[src/core/pio_pkg.sv]
package pio_pkg;

    // ----------------------------------------------------------------
    // geometry
    // ----------------------------------------------------------------
    localparam int NUM_PINS = 12;
    localparam int HI_PINS = 4;
    localparam int ADDR_W = 9;
    localparam int GROUP_SIZE = 4;

    // ----------------------------------------------------------------
    // register offsets
    // ----------------------------------------------------------------
    localparam logic [8:0] ADDR_DEF_OUT_LO = 9'h10a;
    localparam logic [8:0] ADDR_DEF_OUT_HI = 9'h10b;
    localparam logic [8:0] ADDR_DEF_DIR_LO = 9'h10c;
    localparam logic [8:0] ADDR_DEF_DIR_HI = 9'h10d;
    localparam logic [8:0] ADDR_DEF_INV_LO = 9'h10e;
    localparam logic [8:0] ADDR_DEF_INV_HI = 9'h10f;
    localparam logic [8:0] ADDR_OUT_LO = 9'h120;
    localparam logic [8:0] ADDR_OUT_HI = 9'h121;
    localparam logic [8:0] ADDR_DIR_LO = 9'h122;
    localparam logic [8:0] ADDR_DIR_HI = 9'h123;
    localparam logic [8:0] ADDR_INV_LO = 9'h124;
    localparam logic [8:0] ADDR_INV_HI = 9'h125;
    localparam logic [8:0] ADDR_RDBK_LO = 9'h126;
    localparam logic [8:0] ADDR_RDBK_HI = 9'h127;

    // ----------------------------------------------------------------
    // field positions of the combined byte
    // ----------------------------------------------------------------
    localparam int TYPE_LSB = 4;
    localparam int TYPE_MSB = 6;
    localparam int DRIVE_BIT = 7;

    // ----------------------------------------------------------------
    // delivered default values
    // ----------------------------------------------------------------
    localparam logic [7:0] RST_DEF_OUT_LO = 8'hff;
    localparam logic [7:0] RST_DEF_OUT_HI = 8'h0f;
    localparam logic [7:0] RST_DEF_DIR_LO = 8'hff;
    localparam logic [7:0] RST_DEF_DIR_HI = 8'h0f;
    localparam logic [7:0] RST_DEF_INV_LO = 8'h00;
    localparam logic [7:0] RST_DEF_INV_HI = 8'h80;

    // ----------------------------------------------------------------
    // sequential switching timing
    // ----------------------------------------------------------------
    localparam int CLK_PERIOD_NS = 10;
    localparam int T_TRANS_NS = 1000;
    localparam int T_PAUSE_NS = 1000;
    localparam int TRANS_CYC = (T_TRANS_NS + CLK_PERIOD_NS - 1) / CLK_PERIOD_NS;
    localparam int PAUSE_CYC = (T_PAUSE_NS + CLK_PERIOD_NS - 1) / CLK_PERIOD_NS;
    localparam int CNT_W = 8;

    // ----------------------------------------------------------------
    // state types
    // ----------------------------------------------------------------
    typedef enum logic [1:0]
    {
        INIT_HIZ = 2'b00,
        INIT_LOAD = 2'b01,
        INIT_RUN = 2'b11
    } init_state_t;

    typedef enum logic [1:0]
    {
        SEQ_SCAN = 2'b00,
        SEQ_XFER = 2'b01,
        SEQ_PAUSE = 2'b11
    } seq_state_t;

endpackage

[src/core/pio_port.sv]
`timescale 1ns/1ps
module pio_port
    import pio_pkg::*;
#(
    parameter int TRANS_CYCLES = TRANS_CYC,
    parameter int PAUSE_CYCLES = PAUSE_CYC
)
(
    input wire logic sys_clk,
    input wire logic rst,
    input wire logic refresh_req,
    input wire logic [ADDR_W-1:0] reg_addr,
    input wire logic reg_wr,
    input wire logic reg_rd,
    input wire logic [7:0] reg_wdata,
    output logic [7:0] reg_rdata,
    output logic init_busy,
    input wire logic [NUM_PINS-1:0] pin_in,
    output logic [NUM_PINS-1:0] pin_out,
    output logic [NUM_PINS-1:0] pin_oe
);

    // ----------------------------------------------------------------
    // declarations
    // ----------------------------------------------------------------
    // sequencer states
    init_state_t init_r;
    seq_state_t seq_r;

    // stored default bytes
    logic [NUM_PINS-1:0] def_level_r;
    logic [NUM_PINS-1:0] def_dir_r;
    logic [NUM_PINS-1:0] def_invert_r;
    logic [2:0] def_type_r;
    logic def_drive_r;

    // working registers
    logic [NUM_PINS-1:0] level_r;
    logic [NUM_PINS-1:0] dir_r;
    logic [NUM_PINS-1:0] invert_r;
    logic [2:0] type_r;
    logic drive_strength_r;

    // applied drive and sampled pins
    logic [NUM_PINS-1:0] app_out_r;
    logic [NUM_PINS-1:0] app_oe_r;
    logic [NUM_PINS-1:0] pin_meta_r;
    logic [NUM_PINS-1:0] pin_sync_r;

    // per-pin combinational values
    logic [NUM_PINS-1:0] want_out;
    logic [NUM_PINS-1:0] want_oe;
    logic [NUM_PINS-1:0] pin_val;
    logic [NUM_PINS-1:0] readback;

    // scanner and read path
    logic [3:0] idx_r;
    logic [CNT_W-1:0] cnt_r;
    logic [7:0] reg_rdata_r;
    logic [7:0] rd_nxt;

    // decode helpers
    logic run;
    logic idx_diff;
    logic seq_apply;
    logic [3:0] idx_next;

    // busy spans both the tri-state cycle and the load cycle
    assign run = (init_r == INIT_RUN);
    assign init_busy = ~run;

    // ----------------------------------------------------------------
    // start-up and refresh sequencing
    // ----------------------------------------------------------------
    // hiz first, then one load cycle, then normal operation
    always_ff @(posedge sys_clk or posedge rst)
    begin
        if (rst)
        begin
            init_r <= INIT_HIZ;
        end
        else
        begin
            case (init_r)
                INIT_HIZ: init_r <= INIT_LOAD;
                INIT_LOAD: init_r <= INIT_RUN;
                INIT_RUN:
                begin
                    // a refresh pulse seen while busy is simply lost
                    if (refresh_req)
                    begin
                        init_r <= INIT_HIZ;
                    end
                end
                default: init_r <= INIT_HIZ;
            endcase
        end
    end

    // ----------------------------------------------------------------
    // default bytes
    // ----------------------------------------------------------------
    // rst stands for the delivered state; real storage would survive it
    always_ff @(posedge sys_clk or posedge rst)
    begin
        if (rst)
        begin
            def_level_r <= {RST_DEF_OUT_HI[HI_PINS-1:0], RST_DEF_OUT_LO};
            def_dir_r <= {RST_DEF_DIR_HI[HI_PINS-1:0], RST_DEF_DIR_LO};
            def_invert_r <= {RST_DEF_INV_HI[HI_PINS-1:0], RST_DEF_INV_LO};
            def_type_r <= RST_DEF_INV_HI[TYPE_MSB:TYPE_LSB];
            def_drive_r <= RST_DEF_INV_HI[DRIVE_BIT];
        end
        else if (reg_wr)
        begin
            case (reg_addr)
                ADDR_DEF_OUT_LO: def_level_r[7:0] <= reg_wdata;
                ADDR_DEF_OUT_HI: def_level_r[11:8] <= reg_wdata[HI_PINS-1:0];
                ADDR_DEF_DIR_LO: def_dir_r[7:0] <= reg_wdata;
                ADDR_DEF_DIR_HI: def_dir_r[11:8] <= reg_wdata[HI_PINS-1:0];
                ADDR_DEF_INV_LO: def_invert_r[7:0] <= reg_wdata;
                ADDR_DEF_INV_HI:
                begin
                    def_invert_r[11:8] <= reg_wdata[HI_PINS-1:0];
                    def_type_r <= reg_wdata[TYPE_MSB:TYPE_LSB];
                    def_drive_r <= reg_wdata[DRIVE_BIT];
                end
                default: ;
            endcase
        end
    end

    // ----------------------------------------------------------------
    // working registers
    // ----------------------------------------------------------------
    // reset value is all-input so nothing drives before the load
    always_ff @(posedge sys_clk or posedge rst)
    begin
        if (rst)
        begin
            level_r <= '0;
            dir_r <= '1;
            invert_r <= '0;
            type_r <= '0;
            drive_strength_r <= 1'b0;
        end
        else if (init_r == INIT_LOAD)
        begin
            level_r <= def_level_r;
            dir_r <= def_dir_r;
            invert_r <= def_invert_r;
            type_r <= def_type_r;
            drive_strength_r <= def_drive_r;
        end
        else if (run && reg_wr)
        begin
            // high nibble writes keep only bits 3:0, except ADDR_INV_HI, which also keeps the type and drive bits
            case (reg_addr)
                ADDR_OUT_LO: level_r[7:0] <= reg_wdata;
                ADDR_OUT_HI: level_r[11:8] <= reg_wdata[HI_PINS-1:0];
                ADDR_DIR_LO: dir_r[7:0] <= reg_wdata;
                ADDR_DIR_HI: dir_r[11:8] <= reg_wdata[HI_PINS-1:0];
                ADDR_INV_LO: invert_r[7:0] <= reg_wdata;
                ADDR_INV_HI:
                begin
                    invert_r[11:8] <= reg_wdata[HI_PINS-1:0];
                    type_r <= reg_wdata[TYPE_MSB:TYPE_LSB];
                    drive_strength_r <= reg_wdata[DRIVE_BIT];
                end
                default: ; // readback offsets ignore writes
            endcase
        end
    end

    // ----------------------------------------------------------------
    // per-pin wanted drive
    // ----------------------------------------------------------------
    generate
        for (genvar i = 0; i < NUM_PINS; i++)
        begin : g_pin
            // open drain only pulls low; input pins never drive
            assign want_oe[i] = ~dir_r[i] & (~type_r[i / GROUP_SIZE] | ~level_r[i]);
            assign want_out[i] = level_r[i];
            // a driven pin reads its own output state
            assign pin_val[i] = app_oe_r[i] ? app_out_r[i] : pin_sync_r[i];
        end
    endgenerate

    // inversion acts on the read path only, never on the drive
    assign readback = pin_val ^ invert_r;

    // ----------------------------------------------------------------
    // pin input synchroniser
    // ----------------------------------------------------------------
    // two flops before any logic looks at a pin
    always_ff @(posedge sys_clk or posedge rst)
    begin
        if (rst)
        begin
            pin_meta_r <= '0;
            pin_sync_r <= '0;
        end
        else
        begin
            pin_meta_r <= pin_in;
            pin_sync_r <= pin_meta_r;
        end
    end

    // ----------------------------------------------------------------
    // sequential switching engine
    // ----------------------------------------------------------------
    // an undriven pin shows no level, so only a visible change costs a slot
    assign idx_diff = (app_oe_r[idx_r] != want_oe[idx_r]) ||
                      (want_oe[idx_r] && (app_out_r[idx_r] != want_out[idx_r]));
    assign seq_apply = run && drive_strength_r && (seq_r == SEQ_SCAN) && idx_diff;
    assign idx_next = (idx_r == 4'(NUM_PINS - 1)) ? 4'h0 : idx_r + 4'h1;

    // one pin at a time: transition window then pause, then next pin
    always_ff @(posedge sys_clk or posedge rst)
    begin
        if (rst)
        begin
            seq_r <= SEQ_SCAN;
            idx_r <= 4'h0;
            cnt_r <= '0;
        end
        // leaving sequential mode restarts the scan at pin 0
        else if (!run || !drive_strength_r)
        begin
            seq_r <= SEQ_SCAN;
            idx_r <= 4'h0;
            cnt_r <= '0;
        end
        else
        begin
            case (seq_r)
                SEQ_SCAN:
                begin
                    if (idx_diff)
                    begin
                        seq_r <= SEQ_XFER;
                        cnt_r <= CNT_W'(TRANS_CYCLES - 1);
                    end
                    else
                    begin
                        idx_r <= idx_next;
                    end
                end
                SEQ_XFER:
                begin
                    if (cnt_r == '0)
                    begin
                        seq_r <= SEQ_PAUSE;
                        cnt_r <= CNT_W'(PAUSE_CYCLES - 1);
                    end
                    else
                    begin
                        cnt_r <= cnt_r - 1'b1;
                    end
                end
                SEQ_PAUSE:
                begin
                    if (cnt_r == '0)
                    begin
                        seq_r <= SEQ_SCAN;
                        idx_r <= idx_next;
                    end
                    else
                    begin
                        cnt_r <= cnt_r - 1'b1;
                    end
                end
                default: seq_r <= SEQ_SCAN;
            endcase
        end
    end

    // ----------------------------------------------------------------
    // applied pin drive
    // ----------------------------------------------------------------
    // outside run every driver is released, so reload starts tri-stated
    always_ff @(posedge sys_clk or posedge rst)
    begin
        if (rst)
        begin
            app_out_r <= '0;
            app_oe_r <= '0;
        end
        else if (!run)
        begin
            // level is left alone; with every enable low it is not seen
            app_oe_r <= '0;
        end
        else if (!drive_strength_r)
        begin
            app_out_r <= want_out;
            app_oe_r <= want_oe;
        end
        else if (seq_apply)
        begin
            app_out_r[idx_r] <= want_out[idx_r];
            app_oe_r[idx_r] <= want_oe[idx_r];
        end
    end

    assign pin_out = app_out_r;
    assign pin_oe = app_oe_r;

    // ----------------------------------------------------------------
    // register read
    // ----------------------------------------------------------------
    // plain decode; reserved and unmapped offsets read zero
    always_comb
    begin
        rd_nxt = 8'h00;
        case (reg_addr)
            ADDR_DEF_OUT_LO: rd_nxt = def_level_r[7:0];
            ADDR_DEF_OUT_HI: rd_nxt = {4'h0, def_level_r[11:8]};
            ADDR_DEF_DIR_LO: rd_nxt = def_dir_r[7:0];
            ADDR_DEF_DIR_HI: rd_nxt = {4'h0, def_dir_r[11:8]};
            ADDR_DEF_INV_LO: rd_nxt = def_invert_r[7:0];
            ADDR_DEF_INV_HI: rd_nxt = {def_drive_r, def_type_r, def_invert_r[11:8]};
            ADDR_OUT_LO: rd_nxt = level_r[7:0];
            ADDR_OUT_HI: rd_nxt = {4'h0, level_r[11:8]};
            ADDR_DIR_LO: rd_nxt = dir_r[7:0];
            ADDR_DIR_HI: rd_nxt = {4'h0, dir_r[11:8]};
            ADDR_INV_LO: rd_nxt = invert_r[7:0];
            ADDR_INV_HI: rd_nxt = {drive_strength_r, type_r, invert_r[11:8]};
            ADDR_RDBK_LO: rd_nxt = readback[7:0];
            ADDR_RDBK_HI: rd_nxt = {4'h0, readback[11:8]};
            default: rd_nxt = 8'h00;
        endcase
    end

    // read data held until the next read
    always_ff @(posedge sys_clk or posedge rst)
    begin
        if (rst)
        begin
            reg_rdata_r <= 8'h00;
        end
        else if (reg_rd)
        begin
            reg_rdata_r <= rd_nxt;
        end
    end

    assign reg_rdata = reg_rdata_r;

endmodule

[config.mk]
export PLATFORM = sky130hd
export DESIGN_NAME = pio_port
export DESIGN_NICKNAME = d
export VERILOG_FILES = /design/src/core/pio_pkg.sv /design/src/core/pio_port.sv
export SDC_FILE = /design/constraint.sdc
export NUM_CORES = 1
export LEC_CHECK = 0
export BUFFER_PORTS_ARGS = -buffer_cell sky130_fd_sc_hd__buf_2
export CAP_MARGIN = 20
export CORE_ASPECT_RATIO = 0.9
export CORE_MARGIN = 2
export CORE_UTILIZATION = 25
export CTS_BUF_LIST = sky130_fd_sc_hd__clkbuf_4 sky130_fd_sc_hd__clkbuf_8 sky130_fd_sc_hd__clkbuf_16
export CTS_CLUSTER_SIZE = 20
export DETAILED_ROUTE_END_ITERATION = 10
export PLACE_DENSITY_LB_ADDON = 0.1
export SLEW_MARGIN = 20
export SYNTH_ARGS = -nofsm -noshare
export SYNTH_HDL_FRONTEND = slang
export SYNTH_SLANG_ARGS = --single-unit
[constraint.sdc]
create_clock -name sys_clk -period 4.84 [get_ports sys_clk]
set_clock_uncertainty 0.05 [all_clocks]
set_input_delay 0 -clock sys_clk [delete_from_list [all_inputs] [get_ports sys_clk]]
set_output_delay 0 -clock sys_clk [all_outputs]
set_load 0.005 [all_outputs]
==> results of run 1 <==
==> where the power goes <==
| part | leakage [nW] | internal (mW) | total, mW | switching, mW |
|---|---|---|---|---|
| sequential | 1.89 | 1.43 | 1.67 | 0.240 |
| clock | 0.324 | 0.926 | 1.47 | 0.549 |
| combinational | 1.83 | 0.398 | 1.04 | 0.645 |
==> sequential cells by signal, indices dropped and copies added (netlist names), 12 cells and up <==
register and flops:
invert_r 12, pin_meta_r 12, pin_sync_r 12, def_level_r 12
def_dir_r 12, def_invert_r 12, pin_out 12, pin_oe 12
level_r 12, dir_r 12
==> how the worst max path moves through the flow <==
| stage | from | to | slack [ns] | cells past startpoint |
|---|---|---|---|---|
| floorplan | rst | cnt_r[0] | 0.76 | 1 |
| global placement | idx_r[0] | pin_out[1] | 1.56 | 8 |
| detailed placement | idx_r[1] | cnt_r[3] | 1.65 | 8 |
| CTS | idx_r[1] | cnt_r[4] | 1.63 | 8 |
| global route | idx_r[0] | cnt_r[5] | 1.45 | 9 |
| finish | idx_r[0] | cnt_r[1] | 1.65 | 7 |
==> critical path, stage by stage, from the launching register on <==
cell and delay [ns]:
dfrtp_1 0.63, mux4_2 0.57, a22oi_2 0.25, nand2_2 0.13, xnor2_2 0.32, or4b_1 0.69, and2_4 0.24, a311oi_2 0.21
==> stage by stage <==
step | setup WS, ns | total power [mW] | cells | hold slack, ns | instance area (sq um)
6_report | 1.65 | 4.19 | 1304 | 0.0904 | 9820
5_1_grt | 1.45 | 4.41 | 1304 | 0.0990 | 9820
4_1_cts | 1.63 | 4.24 | 1304 | 0.0618 | 9820
3_5_place_dp | 1.65 | 2.74 | 1249 | 0.0593 | 8950
3_3_place_gp | 1.56 | 2.74 | 1249 | 0.0583 | 8940
2_1_floorplan | 0.758 | 2.27 | 803 | -0.0186 | 8200
==> cells by family (layout without fill, tap and decap cells) <==
logic type / Yosys count / in the layout / synth area share
AND/OR/NAND/NOR: 232 / 232 / 0.136
AO/OA/AOI/OAI: 211 / 211 / 0.166
flip-flops: 152 / 152 / 0.470
multiplexers: 121 / 121 / 0.170
buffers and inverters: 70 / 155 / 0.0359
XOR/XNOR: 11 / 11 / 0.0127
adder cells (fa/ha/maj): 6 / 6 / 0.00916
==> layer usage <==
layer / vias up / wire length (um) / GRT usage
met5: - / 0 / 0
met4: 0 / 313 / 0.0429
met3: 18 / 1400 / 0.0340
met2: 193 / 13100 / 0.266
met1: 3392 / 15500 / 0.271
li1: 3105 / - / -
==> timing repair <==
action,4_1_cts,5_1_grt
resized for setup,0,0
hold buffers,23,0
endpoints found under the hold margin,137,0
endpoints found under the setup margin,0,0
setup buffers,0,0
==> synthesized netlist by cell type (all sizes together), types with 7 or more instances <==
cell type    n
nand2      121
dfrtp      115
o21ai       73
mux2i       64
mux2        47
clkbuf      37
dfstp       37
a21oi       29
nor2        27
a31oi       23
nand3       23
inv         20
o22ai       15
nor3        14
buf         11
a22oi       10
mux4        10
a22o         8
a32oi        7
xnor2        7
==> area by class of cell <==
class | instances | area [sq um]
clock buffer | 23 | 495
inverter | 22 | 87.6
timing repair buffer | 101 | 651
sequential | 152 | 3850
tap | 416 | 520
fill | 3425 | 22300
clock inverter | 9 | 145
multi-input combinational | 581 | 4070
==> results.md, run 1 <==
- 1st-pass router iterations: 5
- Drc violations: 0
- Remaining antenna violation count: 0
- Worst Reg-to-Reg Cells: 7
- Slew @ Worst Pin: 1.11 ns
- Die height: 176 um
- Crit path time final: 3.19 ns
- Sink Count: 152
- Slew Viols, Final: 0
- Hold_sp: reg_wr
- VDD IR max: 0.000285 V
- Initial Utilization: 0.255
- CP max FO: 10
- Vias in the first global route: 6655
- Max_cap viols: 0
- Top FF cell, synth: dfrtp_1
- Post-synth EDFFs: 0
- Clk buf depth: 2
- Maximum level of the CTS H-tree: 4
- Net Count, Synth: 843
- Initial antenna violation count: 0
- Setup CP Type: flip-flop to flip-flop
- Total negative setup slack: 0 ns
- GPL Wtd Cong: 0.849
- Congestion Overflow GR: 0
- CP Capture Type: flip-flop
- Fraction of final layout cells sized beyond drive strength 1: 0.256
- Via count: 6708
- CP Data Arrival Time: 3.48 ns
- Die area: 0.0343 sq mm
- First-pass GRT wire length: 45500 um
- Worst Hold Class: input port to flip-flop
- R2R setup slack: 1.65 ns
- Total core area: 0.0321 sq mm
- Endpoints failing setup: 0
- Power Dens Cells: 427 mW/mm^2
- WP data required: 5.13 ns
- WHS Endpoint: def_level_r[8]
- Share of synthesized registers carrying an async set or reset: 1.00
- Commonest non-fill, non-tap cell in the layout: nand2_1
- Boundary Pins: 67
- Cells on Worst Hold Path: 3
- Chip Width: 195 um
- Nets: 915
- Drt total wl: 30300 um
- Clock insertion delay at the later pin of the skew report: 0.44 ns
- Mapped Cells: 803
- Post-synth top area share: 0.351
- CTS Buf Count: 17
- Yosys reg bits: 152
- Final Hold Viols: 0
- Area Overhead vs Synth: 19.7%
- Number of vias per cell: 5.14
- YS warnings: 0
- Cell Area, Synth: 0.00820 sq mm
- Cell taking the most area after synthesis: dfrtp_1
- Worst slew margin: 0.254
- Worst r2r src: idx_r[0]
- Detailed placement HPWL: 21600 um
- Worst r2r dst: cnt_r[1]
- WL per Instance: 23.2 um
- Total track usage: 0.180
- Fmax: 313 MHz
- Clk slew on worst S/H paths: 0.06 ns
- Status: finished clean
- Synth area leaders: dfrtp_1 35%, dfstp_2 12%, mux2i_1 7.8%, mux2_2 6.5%, nand2_1 5.5%
- Post-synthesis sequential area ratio: 0.470
- Port-buffer cells: 66
- Synth cell types: 68
- Row count: 62
- Static Leakage: 4.04 nW
- ANT cells: 0
- Startpoint types: flip-flop
- Util after Layout: 0.306
- Largest net degree at the start of global routing: 65
- CTS tree: yes
- Most frequent cells in the layout: 120 x nand2_1, 115 x dfrtp_1, 73 x o21ai_0
- Clk root buf: clkbuf_16
- RSZ-0062 raised after global routing: false
- Syn Area/Cell: 10.2 sq um
- Final worst path period share: 0.660
- Initial DRC count: 446
Power figures use the tool's default switching activity.
==> run 2: changes to the inputs <==
ABC_AREA = 1   (was default)
clock period = 2.7 ns   (was 4.84 ns; I/O delays follow)
==> run 2 against run 1 <==
Net effect: combinational power rose to 4.0 times the previous value; maximum frequency up 28%; worst hold slack better by 0.045 ns; die area up 1.8%; cell area up 4.3%; first-iteration DRC count up 30%; count of clock-buffer cells in the layout down 3; total power up 130%; area after synthesis up 1.8%; wire length up 3.2%; largest cell class is now flip-flops and latches; highest routed layer unchanged.
==> results.md, run 2 <==
- Boundary Pins: 67 (unchanged)
- Vias in the first global route: 7946 (was 6655)
- Clock insertion delay at the later pin of the skew report: 0.43 ns (was 0.44 ns)
- Net Count, Synth: 1186 (was 843)
- VDD IR max: 0.000497 V (was 0.000285 V)
- Drt total wl: 31200 um (was 30300 um)
- CP Data Arrival Time: 2.76 ns (was 3.48 ns)
- YS warnings: 0 (unchanged)
- Most common cell in the netlist: nand2_1 (unchanged)
- Synth cell types: 37 (was 68)
- Commonest non-fill, non-tap cell in the layout: nand2_1 (unchanged)
- Total track usage: 0.187 (was 0.180)
- Static Leakage: 4.75 nW (was 4.04 nW)
- CTS tree: yes (unchanged)
- WP data required: 2.97 ns (was 5.13 ns)
- Total negative setup slack: 0 ns (unchanged)
- CP Capture Type: flip-flop (unchanged)
- Die height: 177 um (was 176 um)
- Crit path time final: 2.49 ns (was 3.19 ns)
- Port-buffer cells: 66 (unchanged)
- RSZ-0062 raised after global routing: true (was false)
- Clk slew on worst S/H paths: 0.07 ns (was 0.06 ns)
- Syn Area/Cell: 7.28 sq um (was 10.2 sq um)
- Cell Area, Synth: 0.00835 sq mm (was 0.00820 sq mm)
- Yosys reg bits: 152 (unchanged)
- Initial Utilization: 0.253 (was 0.255)
- FILL cells: 3650 (was 3425)
- Number of vias per cell: 4.69 (was 5.14)
- Detailed placement HPWL: 23900 um (was 21600 um)
- Final Hold Viols: 0 (unchanged)
- Overall power: 9.79 mW (was 4.19 mW)
- Fmax: 402 MHz (was 313 MHz)
- Cell taking the most area after synthesis: dfrtp_1 (unchanged)
- CP max FO: 13 (was 10)
- Non-Filler Instances: 1698 (was 1304)
- Final worst path period share: 0.921 (was 0.660)
- 1st-pass router iterations: 6 (was 5)
- Share of synthesized registers carrying an async set or reset: 1.00 (unchanged)
- GPL Wtd Cong: 0.849 (unchanged)
- Startpoint types: flip-flop (unchanged)
- Worst slew margin: 0.401 (was 0.254)
- Via count: 7965 (was 6708)
- Endpoints failing setup: 0 (unchanged)
- Fraction of final layout cells sized beyond drive strength 1: 0.152 (was 0.256)
- Initial DRC count: 582 (was 446)
- Post-synth EDFFs: 0 (unchanged)
- Synth area leaders: dfrtp_1 34%, nand2_1 15%, dfstp_2 12%, o21ai_0 10%, inv_1 6.8% (was dfrtp_1 35%, dfstp_2 12%, mux2i_1 7.8%, mux2_2 6.5%, nand2_1 5.5%)
- Clk root buf: clkbuf_16 (unchanged)
- Status: finished clean (unchanged)
- Maximum level of the CTS H-tree: 4 (unchanged)
- Total core area: 0.0329 sq mm (was 0.0321 sq mm)
- Inst Count DP: 1639 (was 1249)
- Power Dens Cells: 956 mW/mm^2 (was 427 mW/mm^2)
- Slew @ Worst Pin: 0.896 ns (was 1.11 ns)
- Slew Viols, Final: 0 (unchanged)
- Initial antenna violation count: 0 (unchanged)
- ANT cells: 0 (unchanged)
- Mapped Cells: 1146 (was 803)
- Nets: 1303 (was 915)
- Die area: 0.0349 sq mm (was 0.0343 sq mm)
- Max_cap viols: 0 (unchanged)
- Chip Width: 197 um (was 195 um)
- Remaining antenna violation count: 0 (unchanged)
- Most frequent cells in the layout: 334 x nand2_1, 167 x o21ai_0, 150 x inv_1 (was 120 x nand2_1, 115 x dfrtp_1, 73 x o21ai_0)
- Area Overhead vs Synth: 22.6% (was 19.7%)
- First-pass GRT wire length: 48600 um (was 45500 um)
- Drc violations: 0 (unchanged)
- Clk buf depth: 2 (unchanged)
- CTS Buf Count: 17 (unchanged)
- Largest net degree at the start of global routing: 39 (was 65)
- Post-synth top area share: 0.345 (was 0.351)
- Top FF cell, synth: dfrtp_1 (unchanged)
- Row count: 63 (was 62)
- Cell Area, Placed: 0.00939 sq mm (was 0.00895 sq mm)
- Post-synthesis sequential area ratio: 0.461 (was 0.470)
- Sink Count: 152 (unchanged)
- Worst Hold Class: input port to flip-flop (unchanged)
- Setup CP Type: flip-flop to flip-flop (unchanged)
- Most frequent cells after synthesis: 334 x nand2_1, 167 x o21ai_0, 151 x inv_1 (was 120 x nand2_1, 115 x dfrtp_1, 73 x o21ai_0)
- Layout Cell Area excl Fill: 0.0102 sq mm (was 0.00982 sq mm)
- Congestion Overflow GR: 0 (unchanged)
- WL per Instance: 18.4 um (was 23.2 um)
## run 2: changes by cell type in the layout (fill, tap and decap cells not counted), sizes merged, moves of 54 or more
cell   delta
nand2   +217
mux2i    -63
o21ai   +105
inv     +136
nor2     +55
nand3    +54
## run 2: worst paths after layout
path | from | to | slack (ns) | cells after the start
setup / recovery | idx_r[0] | idx_r[0] | 0.21 | 14
hold / removal | reg_addr[1] | def_dir_r[8] | 0.14 | 6
setup reg to reg | idx_r[0] | idx_r[0] | 0.21 | 14
hold reg to reg | pin_meta_r[2] | pin_sync_r[2] | 0.30 | 0
max in group asynchronous | rst | def_dir_r[6] | 1.54 | 4
min in group asynchronous | rst | def_invert_r[8] | 0.27 | 3
## run 2: layout make-up
class	instances	area (sq um)	share of cell area
repair buffers	132	931	0.0909
clock inverters	12	118	0.0115
flip-flops and latches	152	3850	0.376
multi-input cells	805	3770	0.368
inverters	155	586	0.0572
well taps	422	528	0.0516
clock buffers	20	454	0.0444
## run 2: power breakdown
group          total [mW]  internal [mW]  switching [mW]
logic                4.11           1.30            2.80
clock network        2.41           1.33            1.09
registers            3.27           2.82           0.441
## run 2: kinds of logic (layout without fill, tap and decap cells)
kind of cell / Yosys count / after routing / share of synthesized area
buffers and inverters: 189 / 319 / 0.0878
and+or+nand+nor: 532 / 532 / 0.264
adders and majority gates: 6 / 6 / 0.00899
AOI/OAI and AO/OA: 249 / 249 / 0.159
DFF: 152 / 152 / 0.461
muxes: 1 / 1 / 0.00120
xor gates and xnor gates: 17 / 17 / 0.0178
## run 2: through the flow
step / setup slack (ns) / util / hold WS (ns)
3_3_place_gp: 0.163 / 0.285 / 0.0576
6_report: 0.214 / 0.311 / 0.135
4_1_cts: 0.189 / 0.311 / 0.0980
2_1_floorplan: 0.727 / - / -0.0186
3_5_place_dp: 0.202 / 0.285 / 0.0593
5_1_grt: -0.0531 / 0.311 / 0.129
## run 2: layer usage
| metal | GRT usage | wire [um] | share of wire |
|---|---|---|---|
| met1 | 0.266 | 15600 | 0.50 |
| met2 | 0.296 | 14000 | 0.45 |
| met3 | 0.0327 | 1250 | 0.040 |
| met4 | 0.0382 | 284 | 0.0091 |
| met5 | 0 | 0 | 0 |
## run 2: worst max-delay path, cell delays in order (launching register included)
cell and delay (ns):
dfrtp_1 0.49, inv_2 0.24, buf_4 0.19, nand2_1 0.05, nand3_1 0.07, nand2_1 0.06
nand2_1 0.07, nand2_1 0.05, nor2_1 0.15, nand2_1 0.09, nand2_1 0.07, nand2_1 0.06
nand3_2 0.10, nand3_1 0.28, o21ai_0 0.34
## run 2: repair_timing
item | 4_1_cts | 5_1_grt
hold buffers | 27 | 0
setup buffers | 0 | 0
endpoints found under the hold margin | 84 | 0
resized for setup | 0 | 2
endpoints found under the setup margin | 0 | 20
==> run 3: changes to the inputs <==
PLACE_DENSITY = 0.4   (was default)
PLACE_DENSITY_LB_ADDON = default   (was 0.1)
==> run 3 against run 2 <==
Net effect: the flow now finishes with violations (negative hold slack); global-route usage down 0.54 points; worst hold slack worse by 0.14 ns; combinational power about the same; die area unchanged; largest cell class unchanged; largest power group unchanged.
==> results.md, run 3 (synthesis gave the netlist of run 2 again) <==
- Critical path buffers and inverters: 1 (was 2)
- WP data required: 2.96 ns (was 2.97 ns)
- Nets: 1300 (was 1303)
- Die area: 0.0349 sq mm (unchanged)
- GPL Wtd Cong: 0.884 (was 0.849)
- RSZ-0062 raised after global routing: true (unchanged)
- Endpoints failing setup: 0 (unchanged)
- Area Overhead vs Synth: 22.9% (was 22.6%)
- CP max FO: 18 (was 13)
- Initial Utilization: 0.253 (unchanged)
- WL per Instance: 18.0 um (was 18.4 um)
- Inst Count DP: 1636 (was 1639)
- Clk root buf: clkbuf_16 (unchanged)
- Failing checks: negative hold slack
- Static Leakage: 4.76 nW (was 4.75 nW)
- Worst Hold Class: input port to flip-flop (unchanged)
- Maximum level of the CTS H-tree: 4 (unchanged)
- CP cell instances: inv_2 > o21ai_0 > nand2_1 > nand2_1 > nand2_1 > nor2_1 > nor2_1 > nand2_1 > nand3_2 > nand2_2 > nand2_1 > nand2_1 > o21ai_1 (was inv_2 > buf_4 > nand2_1 > nand3_1 > nand2_1 > nand2_1 > nand2_1 > nor2_1 > nand2_1 > nand2_1 > nand2_1 > nand3_2 > nand3_1 > o21ai_0)
- R2R setup slack: 0.25 ns (was 0.21 ns)
- Setup ws final: 0.254 ns (was 0.214 ns)
- Clk buf depth: 2 (unchanged)
- Total track usage: 0.181 (was 0.187)
- Non-Filler Instances: 1695 (was 1698)
- Most common cell on crit path: nand2_1 (unchanged)
- Met1 Use GR: 0.263 (was 0.266)
- ANT cells: 0 (unchanged)
- Drc violations: 0 (unchanged)
- Total core area: 0.0329 sq mm (unchanged)
- Number of vias per cell: 4.75 (was 4.69)
- Clock insertion delay at the later pin of the skew report: 0.43 ns (about the same)
- CP Capture Type: flip-flop (unchanged)
- Hold_sp: reg_wr (was reg_addr[1])
- Detailed placement HPWL: 23100 um (was 23900 um)
- CTS tree: yes (unchanged)
- Power Dens Cells: 971 mW/mm^2 (was 956 mW/mm^2)
- Slew @ Worst Pin: 0.617 ns (was 0.896 ns)
- Most crowded layer after global routing: met2 (unchanged)
- Row count: 63 (unchanged)
- Critical Path Start: idx_r[0] (unchanged)
- Initial DRC count: 543 (was 582)
- Slew Viols, Final: 0 (unchanged)
- Pre-CTS setup slack: 0.233 ns (was 0.202 ns)
- Area of the multi-input gates: 0.00377 sq mm (unchanged)
- Fmax: 409 MHz (was 402 MHz)
- Port-buffer cells: 66 (unchanged)
- Worst Reg-to-Reg Cells: 13 (was 14)
- CP top delay family: simple AND/OR/NAND/NOR gates (unchanged)
- CP Data Arrival Time: 2.71 ns (was 2.76 ns)
- Commonest non-fill, non-tap cell in the layout: nand2_1 (unchanged)
- Worst slew margin: 0.584 (was 0.401)
- Layout Cell Area excl Fill: 0.0103 sq mm (was 0.0102 sq mm)
- Final worst path period share: 0.906 (was 0.921)
- Drt total wl: 30600 um (was 31200 um)
- Sink Count: 152 (unchanged)
- Register area: 0.00385 sq mm (unchanged)
- Met3 Use GR: 0.0296 (was 0.0327)
- First-pass GRT wire length: 47500 um (was 48600 um)
- Startpoint types: flip-flop (unchanged)
- Worst r2r src: idx_r[0] (unchanged)
- Final Hold Viols: 2 (was 0)
- FILL cells: 3604 (was 3650)
- Crit path time final: 2.45 ns (was 2.49 ns)
- VDD IR max: 0.000546 V (was 0.000497 V)
- Max_cap viols: 0 (unchanged)
- Via count: 8053 (was 7965)
- 1st-pass router iterations: 5 (was 6)
- Worst r2r dst: pin_oe[11] (was idx_r[0])
- Setup CP Type: flip-flop to flip-flop (unchanged)
- Clk slew on worst S/H paths: 0.07 ns (about the same)
- Remaining antenna violation count: 0 (unchanged)
- Met2 GRT Util: 0.277 (was 0.296)
- Cell Area, Placed: 0.00937 sq mm (was 0.00939 sq mm)
- Status: finished, violations left (was finished clean)
- Vias in the first global route: 7842 (was 7946)
- Fraction of final layout cells sized beyond drive strength 1: 0.150 (was 0.152)
- Largest net degree at the start of global routing: 52 (was 39)
- Boundary Pins: 67 (unchanged)
- Setup Buffers After CTS: 0 (unchanged)
- Most frequent cells in the layout: 333 x nand2_1, 167 x o21ai_0, 150 x inv_1 (was 334 x nand2_1, 167 x o21ai_0, 150 x inv_1)
- Initial antenna violation count: 0 (unchanged)
- CTS Buf Count: 17 (unchanged)
- Critical Path Slowest Stage Cell: dfrtp_1 (unchanged)
- Crit path largest cell delay: 0.42 ns (was 0.49 ns)
- Die height: 177 um (unchanged)
- Levels on crit path: 13 (was 14)
- Chip Width: 197 um (unchanged)
- Congestion Overflow GR: 0 (unchanged)
- Crit path to: pin_oe[11] (was idx_r[0])
- Fin Hold WS: -0.00422 ns (was 0.135 ns)
-- run 3: changes by cell type in the layout (fill, tap and decap cells not counted) --
cell / before / now
clkinv_4: 2 / 1
nand2_1: 334 / 333
clkinvlp_4: 5 / 3
nor2_1: 80 / 81
nor2_2: 1 / 0
clkbuf_8: 1 / 0
bufinv_16: 1 / 3
buf_4: 36 / 33
nand2_2: 3 / 4
inv_8: 0 / 1
clkbuf_4: 2 / 3
-- run 3: worst reg2reg max path, delay by kind of cell (launching register included) --
kind / cells / cell delay (ns)
AOI/OAI and AO/OA: 2 / 0.47
and+or+nand+nor: 10 / 1.18
buffers and inverters: 1 / 0.21
DFF: 1 / 0.42
-- run 3: area by class of cell --
type	count	area share
inverters	155	0.0571
well taps	422	0.0515
clock inverters	12	0.0161
repair buffers	129	0.0886
clock buffers	20	0.0437
flip-flops and latches	152	0.375
multi-input cells	805	0.368
-- run 3: through the flow --
step                 TNS, ns  utilization  total power, mW  hold WS [ns]
floorplan                  0            -             5.76       -0.0186
global placement           0        0.284             7.40        0.0572
detailed placement         0        0.284             7.37        0.0593
CTS                        0        0.311             10.0      0.000110
global route        -0.00185        0.311             10.7        0.0267
finish                     0        0.311             9.96      -0.00422
-- run 3: worst min path at each step --
stage | cells past startpoint | endpoint | slack (ns)
after floorplan | 0 | pin_meta_r[0] | -0.02
after global placement | 1 | pin_meta_r[3] | 0.06
after detailed placement | 1 | pin_meta_r[2] | 0.06
after CTS | 3 | def_dir_r[8] | 0.0001
after global routing | 3 | def_dir_r[11] | 0.03
final | 3 | def_dir_r[8] | -0.004
-- run 3: what timing repair did --
item,CTS,global route
resized for setup,0,2
hold buffers,27,0
setup endpoints to repair,0,11
endpoints found under the hold margin,86,0
-- run 3: layer usage --
layer	vias to the layer above	share of wire
met3	29	0.040
met1	3872	0.50
met5	-	0
met4	0	0.022
li1	3937	-
met2	215	0.44
-- run 3: power by group --
group / switching [mW] / internal (mW) / leakage (nW)
Clock: 1.08 / 1.51 / 0.298
Combinational: 2.85 / 1.29 / 2.60
Sequential: 0.406 / 2.83 / 1.86
